$ cat src/lar_defines.svh
// Notes on behaviour
// - Channel 0 result at 14h low, 15h high
// - Channel 1 result at 16h low, 17h high
// - Result bytes read-only, reset to 00h
// - Word read returns low and high together
// - Host reads low byte before high byte
// - Low-byte read latches high byte into shadow
// - Later conversions leave shadowed high byte intact
// - Manual integration counted in 10.9 us steps
// - Duration count 16 bits at 18h/19h
// - Host keeps manual integrations under 714.3 ms
// - Duration bytes reset to 00h
// - Register 1Eh bit 7 part flag, rest reserved
// - Host should not write register 1Eh
`ifndef LAR_DEFINES_SVH
`define LAR_DEFINES_SVH
`define LAR_ADDR_CH0_LOW     8'h14
`define LAR_ADDR_CH0_HIGH    8'h15
`define LAR_ADDR_CH1_LOW     8'h16
`define LAR_ADDR_CH1_HIGH    8'h17
`define LAR_ADDR_DUR_LOW     8'h18
`define LAR_ADDR_DUR_HIGH    8'h19
`define LAR_ADDR_PART_FLAG   8'h1E
`define LAR_RESULT_RESET     8'h00
`define LAR_DUR_RESET        16'h0000
`define LAR_PART_FLAG_BIT    7
`define LAR_PART_RSVD_RESET  7'h00
`define LAR_CLK_PERIOD_PS    100000
`define LAR_STEP_PS          10900000
`define LAR_STEP_CYCLES      (`LAR_STEP_PS / `LAR_CLK_PERIOD_PS)
`define LAR_MAX_MANUAL_US    714300
`endif

$ cat src/lar_pkg.sv
package lar_pkg;
  typedef logic [7:0] lar_byte_t;
  typedef enum logic [1:0] {
    LAR_ACC_IDLE,
    LAR_ACC_BYTE,
    LAR_ACC_WORD
  } lar_acc_t;
endpackage

$ cat src/lar_if.sv
`timescale 1ns/1ps
interface lar_if;
  import lar_pkg::*;
  logic        req;
  logic        we;
  logic        word;
  logic [7:0]  addr;
  logic [7:0]  wdata;
  logic        ack;
  logic [15:0] rdata;
  modport dev  (input req, we, word, addr, wdata, output ack, rdata);
  modport host (output req, we, word, addr, wdata, input ack, rdata);
endinterface

$ cat src/lar_device.sv
`timescale 1ns/1ps
`include "lar_defines.svh"
module lar_device
  import lar_pkg::*;
#(
  parameter int   STEP_CYCLES     = `LAR_STEP_CYCLES,
  // Part flag value is arbitrary
  parameter logic PART_FLAG_VALUE = 1'h0
) (
  input  wire logic        i_clk_sys,
  input  wire logic        i_reset,
  lar_if.dev               bus,
  input  wire logic        i_conv_done,
  input  wire logic [15:0] i_chan0_value,
  input  wire logic [15:0] i_chan1_value,
  input  wire logic        i_manual_run,
  output logic             o_manual_busy
);
  logic [15:0] chan0_q;
  logic [15:0] chan1_q;
  lar_byte_t   shadow0_q;
  lar_byte_t   shadow1_q;
  logic [15:0] dur_q;
  logic [15:0] step_cnt_q;
  lar_byte_t   part_q;
  logic        run_q;
  logic        ack_q;
  logic [15:0] rdata_q;
  logic        rd;
  logic        run_start;
  logic [15:0] step_base;
  logic [15:0] dur_base;

  // Byte read selector, shared by byte and word accesses
  function automatic lar_byte_t rd_byte(input logic [7:0] a);
    case (a)
      `LAR_ADDR_CH0_LOW:   rd_byte = chan0_q[7:0];
      `LAR_ADDR_CH0_HIGH:  rd_byte = shadow0_q;
      `LAR_ADDR_CH1_LOW:   rd_byte = chan1_q[7:0];
      `LAR_ADDR_CH1_HIGH:  rd_byte = shadow1_q;
      `LAR_ADDR_DUR_LOW:   rd_byte = dur_q[7:0];
      `LAR_ADDR_DUR_HIGH:  rd_byte = dur_q[15:8];
      `LAR_ADDR_PART_FLAG: rd_byte = part_q;
      default:             rd_byte = 8'h00;
    endcase
  endfunction

  assign rd = bus.req && !bus.we;

  // Conversion results; no write path
  always_ff @(posedge i_clk_sys or posedge i_reset) begin
    if (i_reset) begin
      chan0_q <= {`LAR_RESULT_RESET, `LAR_RESULT_RESET};
      chan1_q <= {`LAR_RESULT_RESET, `LAR_RESULT_RESET};
    end else if (i_conv_done) begin
      chan0_q <= i_chan0_value;
      chan1_q <= i_chan1_value;
    end
  end

  // Shadow of high bytes caught on low-byte reads
  always_ff @(posedge i_clk_sys or posedge i_reset) begin
    if (i_reset) begin
      shadow0_q <= `LAR_RESULT_RESET;
      shadow1_q <= `LAR_RESULT_RESET;
    end else if (rd) begin
      if (bus.addr == `LAR_ADDR_CH0_LOW)
        shadow0_q <= chan0_q[15:8];
      if (bus.addr == `LAR_ADDR_CH1_LOW)
        shadow1_q <= chan1_q[15:8];
    end
  end

  // Run start counts as first cycle of a fresh step
  always_comb begin
    run_start = i_manual_run && !run_q;
    step_base = run_start ? 16'h0000 : step_cnt_q;
    dur_base  = run_start ? `LAR_DUR_RESET : dur_q;
  end

  // Manual integration step timer and duration count
  always_ff @(posedge i_clk_sys or posedge i_reset) begin
    if (i_reset) begin
      run_q      <= 1'b0;
      step_cnt_q <= 16'h0000;
      dur_q      <= `LAR_DUR_RESET;
    end else begin
      run_q <= i_manual_run;
      if (i_manual_run) begin
        if (step_base == 16'(STEP_CYCLES - 1)) begin
          step_cnt_q <= 16'h0000;
          dur_q      <= dur_base + 16'h0001;
        end else begin
          step_cnt_q <= step_base + 16'h0001;
          dur_q      <= dur_base;
        end
      end
    end
  end

  // Part flag register, writable though not advised
  always_ff @(posedge i_clk_sys or posedge i_reset) begin
    if (i_reset)
      part_q <= {PART_FLAG_VALUE, `LAR_PART_RSVD_RESET};
    else if (bus.req && bus.we && bus.addr == `LAR_ADDR_PART_FLAG)
      part_q <= bus.wdata;
  end

  // Read answer, one cycle after request
  always_ff @(posedge i_clk_sys or posedge i_reset) begin
    if (i_reset) begin
      ack_q   <= 1'b0;
      rdata_q <= 16'h0000;
    end else begin
      ack_q <= bus.req;
      if (rd && bus.word) begin
        // Word read returns low byte and live high byte
        case (bus.addr)
          `LAR_ADDR_CH0_LOW: rdata_q <= chan0_q;
          `LAR_ADDR_CH1_LOW: rdata_q <= chan1_q;
          default: rdata_q <= {rd_byte(bus.addr + 8'h01), rd_byte(bus.addr)};
        endcase
      end else if (rd) begin
        rdata_q <= {8'h00, rd_byte(bus.addr)};
      end
    end
  end

  assign bus.ack   = ack_q;
  assign bus.rdata = rdata_q;
  assign o_manual_busy = run_q;
endmodule

$ cat src/flat_wrapper.sv
// flat-port wrapper written by rule: the top's interface ports become plain ports
module lar_device_flat import lar_pkg::*;
#(
  parameter int   STEP_CYCLES     = `LAR_STEP_CYCLES,
                                 
  parameter logic PART_FLAG_VALUE = 1'h0
)
  (i_clk_sys, i_reset, i_conv_done, i_chan0_value, i_chan1_value, i_manual_run, o_manual_busy, bus_req, bus_we, bus_word, bus_addr, bus_wdata, bus_ack, bus_rdata);
  lar_if bus_i ();
  input  wire logic i_clk_sys;
  input  wire logic i_reset;
  input  wire logic i_conv_done;
  input  wire logic [15:0] i_chan0_value;
  input  wire logic [15:0] i_chan1_value;
  input  wire logic i_manual_run;
  output logic o_manual_busy;
  input wire logic [$bits(bus_i.req)-1:0] bus_req;
  input wire logic [$bits(bus_i.we)-1:0] bus_we;
  input wire logic [$bits(bus_i.word)-1:0] bus_word;
  input wire logic [$bits(bus_i.addr)-1:0] bus_addr;
  input wire logic [$bits(bus_i.wdata)-1:0] bus_wdata;
  output wire logic [$bits(bus_i.ack)-1:0] bus_ack;
  output wire logic [$bits(bus_i.rdata)-1:0] bus_rdata;
  assign bus_i.req = bus_req;
  assign bus_i.we = bus_we;
  assign bus_i.word = bus_word;
  assign bus_i.addr = bus_addr;
  assign bus_i.wdata = bus_wdata;
  assign bus_ack = bus_i.ack;
  assign bus_rdata = bus_i.rdata;
  lar_device #(.STEP_CYCLES(STEP_CYCLES), .PART_FLAG_VALUE(PART_FLAG_VALUE)) u_core (.i_clk_sys(i_clk_sys), .i_reset(i_reset), .bus(bus_i), .i_conv_done(i_conv_done), .i_chan0_value(i_chan0_value), .i_chan1_value(i_chan1_value), .i_manual_run(i_manual_run), .o_manual_busy(o_manual_busy));
endmodule
$ cat config.mk
export PLATFORM = sky130hd
export DESIGN_NAME = lar_device_flat
export DESIGN_NICKNAME = d
export VERILOG_FILES = /design/src/lar_pkg.sv /design/src/lar_if.sv /design/src/lar_device.sv /design/src/flat_wrapper.sv
export VERILOG_INCLUDE_DIRS = /design/src
export SDC_FILE = /design/constraint.sdc
export NUM_CORES = 1
export LEC_CHECK = 0
export ABC_CLOCK_PERIOD_IN_PS = 2900
export BUFFER_PORTS_ARGS = -buffer_cell sky130_fd_sc_hd__buf_2
export CAP_MARGIN = 10
export CORE_ASPECT_RATIO = 0.6
export CORE_MARGIN = 2
export CORE_UTILIZATION = 50
export DETAILED_ROUTE_END_ITERATION = 7
export PLACE_DENSITY = 0.73
export SYNTH_ARGS = -nofsm -noshare
export SYNTH_HDL_FRONTEND = slang
export SYNTH_SLANG_ARGS = --single-unit
$ cat constraint.sdc
create_clock -name i_clk_sys -period 2.9 [get_ports i_clk_sys]
set_clock_uncertainty 0.05 [all_clocks]
set_input_delay 0.29 -clock i_clk_sys [delete_from_list [all_inputs] [get_ports i_clk_sys]]
set_output_delay 0.29 -clock i_clk_sys [all_outputs]
set_load 0.05 [all_outputs]
==> metrics.yaml <==
outcome:
  outcome: "complete, no violations"
route:
  viasPerCell: 6.27
  ant_nets: 0
  via_count: 4522
  drtPass1Iterations: 6
  drt-wirelength-per-cell_um: 20.6
  drt-initial-drc-count: 455
  routed_wirelength_um: 14900
  drc: 0
critical_path:
  critPathLaunchType: "register"
  crit_fanout: 8
  worstSetupEndpointType: "register"
  r2r_start: "u_core.o_manual_busy"
  worst-endpoint-arrival_ns: 2.93
  worstSetupStartpoint: "u_core.o_manual_busy"
  crit_type: "register to register"
  required_ns: 3.13
logic_synthesis:
  syn_area_um2: 5620
  syn_nets: 570
  synth_edf_count: 0
  syn_avg_cell_area_um2: 11.0
  synth_top_area_cell: "dfrtp_1"
  synthCells: 512
  synth_common_cells: "106 x dfrtp_1, 47 x mux2_1, 44 x nand2_1"
  ys_types: 58
  synthXorXnorAreaFrac_pct: 1.25
  synth_fa_ha_area_share_pct: 0.668
  synth-simple-area-share_pct: 14.3
  yosysMostFrequentCell: "dfrtp_1"
  muxShareOfSynthArea_pct: 19.6
  synth_top_family_by_area: "multiplexers"
  yosysSeqAreaShare_pct: 47.2
  yosysWarnings: 0
  synthArstFlopShare_pct: 100
  synth_compound_area_share_pct: 13.6
  yosys_register_bits: 106
  synth_top_area_share_pct: 47.2
  synth_area_leaders: "dfrtp_1 47%, mux2_1 9.4%, mux2_2 7.0%"
  ys.flop_type: "dfrtp_1"
cts:
  cts-root-buf: "clkbuf_16"
  tritoncts: "built"
  cts.path.max_buffers: 2
  path_clk_slew_ns: 0.08
  worst_skew_pair.late_latency_ns: 0.35
  cts.sinks: 106
  cts_setup_buffers: 0
  hold_buffers: 0
  cts_buffers: 9
  post_cts_resized: 0
  cts_max_level: 3
grt:
  grt_pass1_vias: 4321
  grt_usage_pct: 25.6
  antenna_found_initial: 0
  grt_start_max_net_pins: 107
  grt_pass1_wl_um: 23900
  grt_overflow_total: 0
pwr:
  powerDensity_nw_per_um2: 496
  power_mw: 3.19
  netSwitchingFraction_pct: 27.1
  pwr-share-seq_pct: 51.6
  power.leakage_nw: 2.96
  p_switching_uw: 863
  p_clk_share_pct: 37.7
  ir_drop_mv: 0.252
  combPwrFrac_pct: 10.8
  intPower_mw: 2.33
floorplan:
  core_area_um2: 10700
  row_count: 29
  die_h_um: 86.1
  io_pins: 73
  start_util_pct: 52.3
  die_w_um: 141
  die_area_um2: 12100
final_layout:
  layout.cells.non_filler: 721
  area_growth_pct: 14.4
  num-nets-final: 635
  utilization_pct: 59.9
  n_fill_cell: 911
  n_antenna_cell: 0
  drive_gt1_share_pct: 25.8
flow_run:
  drv_cap: 0
timing:
  relSlewSlack_pct: 48.8
  slew_violations: 0
  tightestPinTransition_ns: 0.768
  setup_tns_ns: 0
  grt_setup_unrepaired: "false"
  hold_slack_ns: 0.0354
  hold_violations: 0
  setup_viol: 0
  period_share_pct: 93.1
  min_period_ns: 2.70
  fmax_mhz: 370
place:
  dp.cells: 705
  gp_congestion: 0.932
  hpwl_um: 10900
  portBuffers: 72
worst_hold_path:
  hold_path.class: "input port to asynchronous set/reset pin"
worst paths after layout:
kind / end / slack [ns] / depth (start not counted)
worst min register to register: u_core.shadow0_q[0] / 0.44 / 1
worst max-delay path: u_core.dur_q[15] / 0.20 / 9
min in group i_clk_sys: u_core.bus.ack / 0.04 / 1
worst min-delay path: u_core.chan0_q[6] / 0.04 / 3
max in group asynchronous: u_core.dur_q[14] / 2.33 / 3
worst max register to register: u_core.dur_q[15] / 0.20 / 9
placed cells by master, fill, tap and decap left out, drive strengths merged, types with 7 or more instances in the layout:
master and n:
o21ai 19, a22o 17, clkbuf 11, nor2 20, dfrtp 106, mux2i 18
nand2 44, nand4 7, buf 86, mux2 82, a221oi 7, nand3 20
a21oi 23, a22oi 9, inv 17
layer usage:
layer / part of all wire, % / routed length, µm / vias up / track usage (%)
met5: 0 / 0 / - / 0
met4: 0.67 / 100 / 0 / 4.73
met3: 9.7 / 1440 / 12 / 7.59
met2: 39 / 5800 / 224 / 33.9
met1: 51 / 7520 / 2232 / 41.0
li1: - / - / 2054 / -
final cells by class:
cell class              instances  area (µm²)  share of cell area (%)
repair buffers                 86         478                    7.43
well taps                     139         174                    2.70
inverters                      14        56.3                   0.875
multi-input cells             360        2780                    43.3
clock buffers                  11         243                    3.77
clock inverters                 5        45.0                   0.700
flip-flops and latches        106        2650                    41.3
state kept, by name (all words and copies together) (netlist names), 8 cells and up:
| signal | cells |
|---|---|
| u_core.bus.rdata | 16 |
| u_core.chan0_q | 16 |
| u_core.chan1_q | 16 |
| u_core.dur_q | 16 |
| u_core.part_q | 8 |
| u_core.shadow0_q | 8 |
| u_core.shadow1_q | 8 |
| u_core.step_cnt_q | 16 |
logic make-up (layout without fill, tap and decap cells):
logic type,after synthesis,count (layout)
simple gates,141,141
flops,106,106
xor+xnor,8,8
compound gates,108,108
fa+ha+maj,3,3
mux,100,100
buf+inv,46,116
critical path, cell delays in order, from the launching register on:
cell,delay (ns)
dfrtp_2,0.41
inv_2,0.13
nand2_2,0.09
nand2_1,0.09
ha_1,0.16
nor4b_4,0.29
nand4b_1,0.13
or4b_1,0.62
nor4_1,0.43
mux2i_1,0.23
per-stage QoR:
| step | setup slack, ns | instance area [µm²] |
|---|---|---|
| finish | 0.199 | 6430 |
| detailed placement | 0.231 | 6140 |
| CTS | 0.204 | 6430 |
| global route | 0.0404 | 6430 |
| floorplan | 0.00684 | 5640 |
| global placement | 0.344 | 6140 |
power by group through the flow:
stage	logic [mW]	registers (mW)	clock network [mW]
detailed placement	0.341	1.67	0
CTS	0.343	1.64	1.22
global route	0.378	1.66	1.29
global placement	0.328	1.66	0
floorplan	0.243	1.64	0
finish	0.343	1.64	1.20
Power figures use the tool's default switching activity.
